===== src/hw/cip_cfg.svh =====
`ifndef CIP_CFG_SVH
`define CIP_CFG_SVH
// =====================================================================
// Register map (byte addresses on the Wishbone slave).
`define CIP_OFF_IOTRAP     8'h00
`define CIP_OFF_IDLECFG    8'h04
`define CIP_OFF_PERFREQ    8'h08
`define CIP_OFF_PERFSTAT   8'h0c
`define CIP_OFF_THRESH     8'h10
`define CIP_OFF_CORESTAT   8'h14
// =====================================================================
// Field positions.
`define CIP_IOTRAP_EN      31
`define CIP_IDLECFG_DEMC3  0
`define CIP_IDLECFG_DEMC1  1
`define CIP_IDLECFG_WAKEIF 2
// Reset values.
`define CIP_IOTRAP_RST     32'h0000_0000
`define CIP_IDLECFG_RST    3'h4
`define CIP_THRESH_RST     16'h0804
// Idle level codes.
`define CIP_LVL_ACTIVE     3'h0
`define CIP_LVL_HALT       3'h1
`define CIP_LVL_CSTOP      3'h2
`define CIP_LVL_POFF       3'h3
`define CIP_LVL_MAX        3'h7
// Timing (ns) and derived cycle counts at 5 ns.
`define CIP_CLK_NS         5
`define CIP_VSETTLE_NS     100
`define CIP_VSETTLE_CYC    (`CIP_VSETTLE_NS / `CIP_CLK_NS)
`define CIP_LOCK_NS        200
`define CIP_LOCK_CYC       (`CIP_LOCK_NS / `CIP_CLK_NS)
`define CIP_FLUSH_CYC      8'h10
`define CIP_SAVE_CYC       8'h10
`define CIP_WINDOW_CYC     16'h03e8
`endif


===== src/hw/cip_pkg.sv =====
package cip_pkg;
  // =====================================================================
  // Per-core power sequence states.
  typedef enum logic [2:0] {
    CORE_RUN,
    CORE_ENTER,
    CORE_FLUSH,
    CORE_SAVE,
    CORE_IDLE,
    CORE_RESTORE
  } cip_core_t;
  // Performance transition states.
  typedef enum logic [1:0] {
    PERF_STEADY,
    PERF_VOLT,
    PERF_LOCK
  } cip_perf_t;
endpackage : cip_pkg


===== src/hw/cip_core_idle_perf.sv =====
`timescale 1ns/1ps
`include "cip_cfg.svh"

module cip_core_idle_perf #(
  parameter int NCORE = 2,  // Cores.
  parameter int NTHR  = 2,  // Threads per core.
  parameter int PW    = 4   // Performance-point width.
) (
  // Clock and reset.
  input  wire logic                    clk,
  input  wire logic                    rst_b,
  // Wishbone slave.
  input  wire logic                    wb_cyc_i,
  input  wire logic                    wb_stb_i,
  input  wire logic                    wb_we_i,
  input  wire logic [7:0]              wb_adr_i,
  input  wire logic [3:0]              wb_sel_i,
  input  wire logic [31:0]             wb_dat_i,
  output      logic [31:0]             wb_dat_o,
  output      logic                    wb_ack_o,
  // Thread requests: one-cycle strobes with a level.
  input  wire logic [NCORE*NTHR-1:0]   mwaitReq,
  input  wire logic [NCORE*NTHR*3-1:0] mwaitLevel,
  input  wire logic [NCORE*NTHR-1:0]   haltReq,
  input  wire logic [NCORE*NTHR-1:0]   intMaskFlag,
  // Legacy idle-level read.
  input  wire logic [NCORE*NTHR-1:0]   legacyReadReq,
  input  wire logic [15:0]             legacyReadAddr,
  output      logic [NCORE*NTHR-1:0]   legacyReadPassThru,
  // Wake events.
  input  wire logic [NCORE*NTHR-1:0]   threadIrq,
  input  wire logic                    pkgIrq,
  input  wire logic [NCORE*NTHR-1:0]   monitorHit,
  input  wire logic [NCORE*NTHR-1:0]   deadlineExpired,
  input  wire logic [NCORE*NTHR-1:0]   smiReturnHalt,
  input  wire logic [NCORE-1:0]        snoopIn,
  // Performance requests per core.
  input  wire logic [NCORE*PW-1:0]     perfReqIn,
  // Power control outputs.
  output      logic [PW-1:0]           voltTarget,
  output      logic [PW-1:0]           pllTarget,
  output      logic [NCORE-1:0]        snoopServiced,
  output      logic [NCORE-1:0]        cacheFlush,
  output      logic [NCORE-1:0]        clockStop,
  output      logic [NCORE-1:0]        stateSave,
  output      logic [NCORE-1:0]        stateRestore,
  output      logic [NCORE-1:0]        corePowerOff,
  output      logic [NCORE*NTHR-1:0]   threadActive
);
  localparam int NT = NCORE * NTHR;

  // =====================================================================
  // Registers.
  logic [31:0]       ioTrapCfg;    // En, base[15:0], len[23:16].
  logic [2:0]        idleCfg;      // Demotion enables and wake policy.
  logic [15:0]       thresh;       // C1 rate [15:8], C3 rate [7:0].
  logic [NCORE*PW-1:0] swPerf;     // Software performance requests.
  cip_pkg::cip_perf_t perfSt;      // Transition state.
  logic [7:0]        perfCnt;      // Transition timer.
  logic [PW-1:0]     perfGoal;     // Target latched at start.
  logic              perfPend;     // Deferred request waiting.
  logic [2:0]        thrLvl [NT];  // Thread requested level.
  logic [NT-1:0]     thrWakeIf;    // Break even if masked.
  cip_pkg::cip_core_t coreSt [NCORE];
  logic [2:0]        coreLvl [NCORE]; // Resolved, post-demotion.
  logic [7:0]        coreCnt [NCORE];
  logic [7:0]        irqCount [NCORE]; // Interrupts in window.
  logic [15:0]       winCnt;
  logic [7:0]        rateSnap [NCORE]; // Last window rate.

  // Wishbone write strobe, one per access.
  logic wbWr;
  assign wbWr = wb_cyc_i & wb_stb_i & wb_we_i & ~wb_ack_o;

  // Range check used for every legacy read while trapping is enabled.
  function automatic logic inRange(input logic [15:0] a,
                                   input logic [31:0] c);
    logic [16:0] top;
    top = {1'b0, c[15:0]} + {9'h000, c[23:16]};
    inRange = (a >= c[15:0]) && ({1'b0, a} < top);
  endfunction : inRange

  // Lowest of a core's thread levels.
  function automatic logic [2:0] minLvl(input int c,
                                        input logic [2:0] l [NT]);
    logic [2:0] m;
    m = `CIP_LVL_MAX;
    for (int t = 0; t < NTHR; t++)
      if (l[c*NTHR+t] < m) m = l[c*NTHR+t];
    minLvl = m;
  endfunction : minLvl

  // =====================================================================
  // Bus slave: one-wait answer, unmapped reads as zero.
  always_ff @(posedge clk or negedge rst_b)
  begin
    if (!rst_b)
    begin
      wb_ack_o  <= 1'b0;
      wb_dat_o  <= 32'h0000_0000;
      ioTrapCfg <= `CIP_IOTRAP_RST;
      idleCfg   <= `CIP_IDLECFG_RST;      // Demotion off.
      thresh    <= `CIP_THRESH_RST;
      swPerf    <= '0;
    end
    else
    begin
      wb_ack_o <= wb_cyc_i & wb_stb_i & ~wb_ack_o;
      if (wbWr && wb_sel_i == 4'hf)
      begin
        unique case (wb_adr_i)
          `CIP_OFF_IOTRAP:  ioTrapCfg <= wb_dat_i;
          `CIP_OFF_IDLECFG: idleCfg <= wb_dat_i[2:0]; // Policy.
          `CIP_OFF_THRESH:  thresh <= wb_dat_i[15:0];
          `CIP_OFF_PERFREQ: swPerf <= wb_dat_i[NCORE*PW-1:0];
          default: ;
        endcase
      end
      // Reads mirror live state.
      unique case (wb_adr_i)
        `CIP_OFF_IOTRAP:   wb_dat_o <= ioTrapCfg;
        `CIP_OFF_IDLECFG:  wb_dat_o <= {29'h0, idleCfg};
        `CIP_OFF_THRESH:   wb_dat_o <= {16'h0, thresh};
        `CIP_OFF_PERFREQ:  wb_dat_o <= 32'(swPerf);
        `CIP_OFF_PERFSTAT: wb_dat_o <= 32'({perfPend,
                                        perfSt == cip_pkg::PERF_STEADY,
                                        pllTarget, voltTarget});
        `CIP_OFF_CORESTAT: wb_dat_o <= 32'({corePowerOff,
                                        clockStop, threadActive});
        default:           wb_dat_o <= 32'h0000_0000;
      endcase
    end
  end

  // =====================================================================
  // Performance point: highest request among active cores.
  logic [PW-1:0] perfWant;
  always_comb
  begin
    perfWant = '0;
    for (int c = 0; c < NCORE; c++)
    begin
      logic [PW-1:0] r;
      r = swPerf[c*PW +: PW] | perfReqIn[c*PW +: PW];
      if (coreSt[c] == cip_pkg::CORE_RUN && r > perfWant)
        perfWant = r;
    end
  end

  // Transition sequencer: voltage, then PLL lock.
  always_ff @(posedge clk or negedge rst_b)
  begin
    if (!rst_b)
    begin
      perfSt     <= cip_pkg::PERF_STEADY;
      perfCnt    <= 8'h00;
      perfGoal   <= '0;
      perfPend   <= 1'b0;
      voltTarget <= '0;
      pllTarget  <= '0;
    end
    else
    begin
      unique case (perfSt)
        cip_pkg::PERF_STEADY:
        begin
          perfPend <= 1'b0;
          if (perfWant != pllTarget)
          begin
            perfGoal   <= perfWant;
            voltTarget <= perfWant;
            perfCnt    <= 8'(`CIP_VSETTLE_CYC);
            perfSt     <= cip_pkg::PERF_VOLT;
          end
        end
        cip_pkg::PERF_VOLT:
        begin
          perfPend <= perfWant != perfGoal;
          if (perfCnt == 8'h00)
          begin
            pllTarget <= perfGoal;
            perfCnt   <= 8'(`CIP_LOCK_CYC);
            perfSt    <= cip_pkg::PERF_LOCK;
          end
          else
            perfCnt <= perfCnt - 8'h01;
        end
        cip_pkg::PERF_LOCK:
        begin
          perfPend <= perfWant != perfGoal;
          if (perfCnt == 8'h00)
            perfSt <= cip_pkg::PERF_STEADY;           // Deferred next.
          else
            perfCnt <= perfCnt - 8'h01;
        end
      endcase
    end
  end

  // =====================================================================
  // Thread requests and wakes.
  always_ff @(posedge clk or negedge rst_b)
  begin
    if (!rst_b)
    begin
      legacyReadPassThru <= '0;
      thrWakeIf          <= '0;
      threadActive       <= '1;
      for (int t = 0; t < NT; t++) thrLvl[t] <= `CIP_LVL_ACTIVE;
    end
    else
    begin
      for (int t = 0; t < NT; t++)
      begin
        logic trap;
        logic brk;
        int   c;
        c    = t / NTHR;
        trap = legacyReadReq[t] && ioTrapCfg[`CIP_IOTRAP_EN]
               && inRange(legacyReadAddr, ioTrapCfg);
        legacyReadPassThru[t] <= legacyReadReq[t] & ~trap;
        // Break: thread interrupt only its own, package any.
        brk = ((threadIrq[t] || pkgIrq)
               && (!intMaskFlag[t] || thrWakeIf[t]))
              || monitorHit[t] || deadlineExpired[t];
        // Clock-stop and deeper ignore snoops by construction.
        if (thrLvl[t] != `CIP_LVL_ACTIVE)
        begin
          if (smiReturnHalt[t])
            thrLvl[t] <= `CIP_LVL_HALT;
          else if (brk)
          begin
            thrLvl[t]       <= `CIP_LVL_ACTIVE;
            threadActive[t] <= 1'b1;
          end
        end
        else if (coreSt[c] == cip_pkg::CORE_RUN)
        begin
          // Only from active, so each idle passes through it.
          if (trap)
          begin
            // Zero hint: the level alone, a trapped read gives its offset from the base plus 2.
            thrLvl[t]       <= (legacyReadAddr[2:0] -
                                ioTrapCfg[2:0]) + 3'h2;
            thrWakeIf[t]    <= idleCfg[`CIP_IDLECFG_WAKEIF];
            threadActive[t] <= 1'b0;
          end
          else if (mwaitReq[t] && mwaitLevel[t*3 +: 3] != 3'h0)
          begin
            thrLvl[t]       <= mwaitLevel[t*3 +: 3];
            thrWakeIf[t]    <= 1'b0;
            threadActive[t] <= 1'b0;
          end
          else if (haltReq[t])
          begin
            thrLvl[t]       <= `CIP_LVL_HALT;
            thrWakeIf[t]    <= 1'b0;
            threadActive[t] <= 1'b0;
          end
        end
      end
    end
  end

  // =====================================================================
  // Interrupt-rate windows for demotion, one sample per core.
  always_ff @(posedge clk or negedge rst_b)
  begin
    if (!rst_b)
    begin
      winCnt <= 16'h0000;
      for (int c = 0; c < NCORE; c++)
      begin
        irqCount[c] <= 8'h00;
        rateSnap[c] <= 8'h00;
      end
    end
    else
    begin
      winCnt <= (winCnt == `CIP_WINDOW_CYC) ? 16'h0000 : winCnt + 16'h1;
      for (int c = 0; c < NCORE; c++)
      begin
        logic hit;
        hit = pkgIrq || |threadIrq[c*NTHR +: NTHR];
        if (winCnt == `CIP_WINDOW_CYC)
        begin
          rateSnap[c] <= irqCount[c];
          irqCount[c] <= 8'(hit);
        end
        else if (hit && irqCount[c] != 8'hff)
          irqCount[c] <= irqCount[c] + 8'h01;
      end
    end
  end

  // =====================================================================
  // Core sequencer: resolve, demote, flush/save, idle, restore.
  always_ff @(posedge clk or negedge rst_b)
  begin
    if (!rst_b)
    begin
      snoopServiced <= '0;
      cacheFlush    <= '0;
      clockStop     <= '0;
      stateSave     <= '0;
      stateRestore  <= '0;
      corePowerOff  <= '0;
      for (int c = 0; c < NCORE; c++)
      begin
        coreSt[c]  <= cip_pkg::CORE_RUN;
        coreLvl[c] <= `CIP_LVL_ACTIVE;
        coreCnt[c] <= 8'h00;
      end
    end
    else
    begin
      for (int c = 0; c < NCORE; c++)
      begin
        logic [2:0] r;
        r = minLvl(c, thrLvl);
        if (r > `CIP_LVL_POFF) r = `CIP_LVL_POFF;
        // High rate demotes; halt needs the higher rate.
        if (idleCfg[`CIP_IDLECFG_DEMC1] && r >= `CIP_LVL_CSTOP
            && rateSnap[c] >= thresh[15:8])
          r = `CIP_LVL_HALT;
        else if (idleCfg[`CIP_IDLECFG_DEMC3] && r >= `CIP_LVL_POFF
                 && rateSnap[c] >= thresh[7:0])
          r = `CIP_LVL_CSTOP;
        // Snoops served while running or halted only.
        snoopServiced[c] <= snoopIn[c] &&
                            (coreSt[c] == cip_pkg::CORE_RUN ||
                             coreLvl[c] == `CIP_LVL_HALT);
        unique case (coreSt[c])
          cip_pkg::CORE_RUN:
            if (r != `CIP_LVL_ACTIVE)
            begin
              coreLvl[c] <= r;   // Actions only once resolved.
              coreSt[c]  <= cip_pkg::CORE_ENTER;
            end
          cip_pkg::CORE_ENTER:
            if (coreLvl[c] == `CIP_LVL_HALT)
              coreSt[c] <= cip_pkg::CORE_IDLE;
            else
            begin
              cacheFlush[c] <= 1'b1;
              coreCnt[c]    <= `CIP_FLUSH_CYC;
              coreSt[c]     <= cip_pkg::CORE_FLUSH;
            end
          cip_pkg::CORE_FLUSH:
            if (coreCnt[c] == 8'h00)
            begin
              cacheFlush[c] <= 1'b0;
              if (coreLvl[c] == `CIP_LVL_POFF)
              begin
                stateSave[c] <= 1'b1;
                coreCnt[c]   <= `CIP_SAVE_CYC;
                coreSt[c]    <= cip_pkg::CORE_SAVE;
              end
              else
              begin
                clockStop[c] <= 1'b1;
                coreSt[c]    <= cip_pkg::CORE_IDLE;
              end
            end
            else
              coreCnt[c] <= coreCnt[c] - 8'h01;
          cip_pkg::CORE_SAVE:
            if (coreCnt[c] == 8'h00)
            begin
              stateSave[c]    <= 1'b0;
              clockStop[c]    <= 1'b1;
              corePowerOff[c] <= 1'b1;
              coreSt[c]       <= cip_pkg::CORE_IDLE;
            end
            else
              coreCnt[c] <= coreCnt[c] - 8'h01;
          cip_pkg::CORE_IDLE:
            if (r == `CIP_LVL_ACTIVE)
            begin
              clockStop[c]    <= 1'b0;
              corePowerOff[c] <= 1'b0;
              if (corePowerOff[c])
              begin
                stateRestore[c] <= 1'b1;
                coreCnt[c]      <= `CIP_SAVE_CYC;
                coreSt[c]       <= cip_pkg::CORE_RESTORE;
              end
              else
              begin
                coreLvl[c] <= `CIP_LVL_ACTIVE;
                coreSt[c]  <= cip_pkg::CORE_RUN;
              end
            end
          cip_pkg::CORE_RESTORE:
            if (coreCnt[c] == 8'h00)
            begin
              stateRestore[c] <= 1'b0;
              coreLvl[c]      <= `CIP_LVL_ACTIVE;
              coreSt[c]       <= cip_pkg::CORE_RUN;
            end
            else
              coreCnt[c] <= coreCnt[c] - 8'h01;
        endcase
      end
    end
  end
endmodule : cip_core_idle_perf


===== config.mk =====
export PLATFORM = sky130hd
export DESIGN_NAME = cip_core_idle_perf
export DESIGN_NICKNAME = d
export VERILOG_FILES = /design/src/hw/cip_pkg.sv /design/src/hw/cip_core_idle_perf.sv
export VERILOG_INCLUDE_DIRS = /design/src /design/src/hw
export SDC_FILE = /design/constraint.sdc
export NUM_CORES = 1
export LEC_CHECK = 0
export BUFFER_PORTS_ARGS = -buffer_cell sky130_fd_sc_hd__clkbuf_2
export CAP_MARGIN = 20
export CORE_AREA = 2 2 155 157
export CTS_CLUSTER_SIZE = 25
export DETAILED_ROUTE_END_ITERATION = 10
export DIE_AREA = 0 0 157 159
export PLACE_DENSITY = 0.79
export SYNTH_ARGS = -nofsm -noshare
export SYNTH_HDL_FRONTEND = slang
export SYNTH_SLANG_ARGS = --single-unit
export TNS_END_PERCENT = 50

===== constraint.sdc =====
create_clock -name clk -period 5.65 [get_ports clk]
set_input_delay 0 -clock clk [delete_from_list [all_inputs] [get_ports clk]]
set_output_delay 0 -clock clk [all_outputs]
set_load 0.02 [all_outputs]

==> metrics.md <==
| Metric | Value |
|---|---|
| Outcome | `finished, final reports clean` |
| Final Wtd Congestion | `0.893` |
| CTS buffer count | `25` |
| Endpoints failing hold | `0` |
| First-pass GRT wire length | `60,100 microns` |
| Top post-synthesis cells by area | `dfrtp_1 (41%), ha_1 (9.3%), mux2_2 (4.9%), o21ai_0 (4.5%), nand2_1 (3.3%)` |
| Avg Cell Area, Syn | `9.59 sq um` |
| Post-synth top area cell | `dfrtp_1` |
| PortBufs | `180` |
| Wire per inst | `19.1 microns` |
| CTS Buffer Depth | `3` |
| Worst Tran Pin Value | `1100 ps` |
| GRT Max-Usage Layer | `met2` |
| DR iter-0 viols | `943` |
| H-Tree Depth | `1` |
| Placed Area | `14,300 sq um` |
| Final Net Count | `1,856` |
| Minimum clock period after layout | `5200 ps` |
| Worst min-delay path class | `input port to register` |
| Maximum VDD drop | `0.292 mV` |
| Met3 Use GR | `0.0411` |
| #FFs+latches synth | `223` |
| Power per cell area | `330 nW/um^2` |
| CTS tree | `yes` |
| Synthesized area | `13,100 sq um` |
| Final setup margin | `453 ps` |
| Half-perimeter wire length after placement | `26,700 microns` |
| GRT Residual Overflow | `0` |
| Post-synth EDFFs | `0` |
| Final wirelength | `37,700 microns` |
| Type of the worst setup path | `register to register` |
| CTS Sinks | `223` |
| Starting Density | `0.566` |
| CP Launch Type | `register` |
| GR Layer Usage met2 | `0.502` |
| Row cnt | `56` |
| Critical path capture point type | `register` |
| DRC | `0` |
| CP Data Arrival Time | `5660 ps` |
| Synth unique cells | `85` |
| Setup violators final | `0` |
| Data required time at the worst endpoint | `6110 ps` |
| Initial antenna violation count | `0` |
| Relative slew slack | `0.258` |
| Pleak | `0.00792 uW` |
| Fmax | `0.192 GHz` |
| Worst-Skew Late Latency | `530 ps` |
| GR Util All Layers | `0.300` |
| Post-route ant nets | `0` |
| Die Width | `157 microns` |
| Synth Flop Type | `dfrtp_1` |
| Dpl ws | `899 ps` |
| Final instance area | `16,000 sq um` |
| Number of global-route vias before repair | `11,900` |
| Setup TNS | `0 ps` |
| Initial DRT Pass Iterations | `5` |
| Crit Path Max Fanout | `20` |
| ANT cells | `0` |
| Share of layout cells above drive strength 1 | `0.191` |
| R2R setup slack | `450 ps` |
| Maxcap violations | `0` |
| Clock root buffer master | `clkbuf_16` |
| Largest net degree at the start of global routing | `121` |
| Syn nets | `1,587` |
| Area of the multi-input gates | `7080 sq um` |
| Via count | `11,900` |
| Register area share after synthesis | `0.426` |
| Core box area | `23,200 sq um` |
| Crit share post-route | `0.920` |
| Most common library cells after synthesis | `dfrtp_1 (216), o21ai_0 (119), nand2_1 (116)` |
| Met1 Use GR | `0.383` |
| Clock Skew | `23.7 ps` |
| Reg area | `5590 sq um` |
| Reg clk slew, reported paths | `60 ps` |
| RSZ-0062 raised after global routing | `false` |
| Asr flop ratio synth | `1.00` |
| Top-count cell post-synth | `dfrtp_1` |
| Via density | `6.06` |
| Die height | `159 microns` |
| Total power | `5300 uW` |
| Area grow syn2layout | `22.3%` |
| Share of the synthesized area in the top cell type | `0.412` |
| Post-CTS Setup Repair Bufs | `0` |
| Filler instances | `1,699` |
| Die ar. | `25,000 sq um` |
| Ys Warns | `0` |
| Post-Syn Instances | `1,368` |
| Slew Limit Fails | `0` |
| Io pins | `181` |
==> stage by stage <==
step                std cells  hold WS, ps   util
global route             1973         46.6  0.692
floorplan                1368         -296      -
detailed placement       1837          154  0.618
CTS                      1972         5.64  0.691
finish                   1973         19.4  0.692
global placement         1837          149  0.618
==> registers in the layout (all words and copies together), names as in the netlist, 3 cells and up <==
register,count
irqCount,16
threadActive,4
perfGoal,4
thrLvl,12
rateSnap,16
legacyReadPassThru,4
ioTrapCfg,32
thrWakeIf,4
idleCfg,3
coreCnt,16
thresh,16
perfCnt,8
winCnt,16
coreSt,6
swPerf,8
pllTarget,4
wb_dat_o,32
coreLvl,6
==> repair_timing <==
action / 4_1_cts / 5_1_grt
hold buffers: 91 / 0
endpoints found under the setup margin: 0 / 2
resized for setup: 0 / 1
endpoints found under the hold margin: 217 / 0
==> final cells by class <==
type                            count  share of cell area
Inverter                           81              0.0189
Sequential cell                   223               0.348
Timing Repair Buffer              280               0.119
Multi-Input combinational cell   1026               0.441
Clock inverter                      4             0.00172
Clock buffer                       40              0.0462
Tap cell                          319              0.0249
==> critical path: stages (launching register included) <==
cell and delay [ps]:
dfrtp_1 430, ha_1 250, fa_1 430, a211oi_1 240, o21ai_1 120, and3_1 240
nor2b_1 160, nand2_1 80, xnor2_1 110, ha_1 260, a2111oi_0 400, o21ai_0 150
a22o_1 230, a311o_1 370, o211a_1 340, or4_1 610, o211ai_1 120, dlygate4sd3_1 570
==> kinds of logic after synthesis <==
family,Yosys count,share of synthesized area
buf+inv,119,0.0364
mux,68,0.0574
simple gates,458,0.179
compound gates,363,0.181
fa+ha+maj,99,0.0950
flops,223,0.426
xor+xnor,38,0.0254
==> worst paths after layout <==
kind,start,endpoint,cells past startpoint
setup / recovery,ioTrapCfg[0]$_DFFE_PN0P_,thrLvl[8]$_DFFE_PN0P_,17
hold / removal,deadlineExpired[3],thrLvl[2]$_DFFE_PN0P_,5
setup reg to reg,ioTrapCfg[0]$_DFFE_PN0P_,thrLvl[8]$_DFFE_PN0P_,17
hold reg to reg,wb_ack_o$_DFF_PN0_,wb_ack_o$_DFF_PN0_,1
max in group asynchronous,rst_b,irqCount[15]$_DFFE_PN0P_,3
min in group asynchronous,rst_b,wb_dat_o[25]$_DFF_PN0_,2
==> placed cells by master (no fill, tap or decap), types with 7 or more instances in the layout <==
cell / count
dfrtp_1: 216
clkbuf_2: 179
o21ai_0: 119
nand2_1: 116
nor2_1: 98
ha_1: 98
dlygate4sd3_1: 91
inv_1: 79
a21oi_1: 62
mux2_2: 57
nand3_1: 42
and3_1: 35
nor3_1: 32
clkbuf_16: 25
nand2b_1: 22
xnor2_1: 21
or3_1: 20
o31ai_1: 19
xor2_1: 17
a21o_1: 15
a31oi_1: 15
a22oi_1: 13
nand4_1: 12
and2_1: 12
o22ai_1: 11
o211ai_1: 11
mux2i_1: 10
nor4_1: 10
nor2b_1: 10
o221ai_1: 9
clkbuf_1: 9
or2_2: 8
a211o_1: 8
o21a_1: 8
buf_4: 8
a211oi_1: 7
nor3b_1: 7
dfstp_2: 7
==> routing by layer <==
metal | share of wire | up-vias | wire, microns
met3 | 0.066 | 114 | 2490
li1 | - | 5549 | -
met1 | 0.40 | 5786 | 14900
met5 | 0 | - | 0
met4 | 0.051 | 0 | 1910
met2 | 0.49 | 498 | 18300
==> power by group <==
part	switching (uW)	internal [uW]
combinational	965	678
clock	657	894
sequential	299	1810
total	1920	3380
Power figures use the tool's default switching activity.
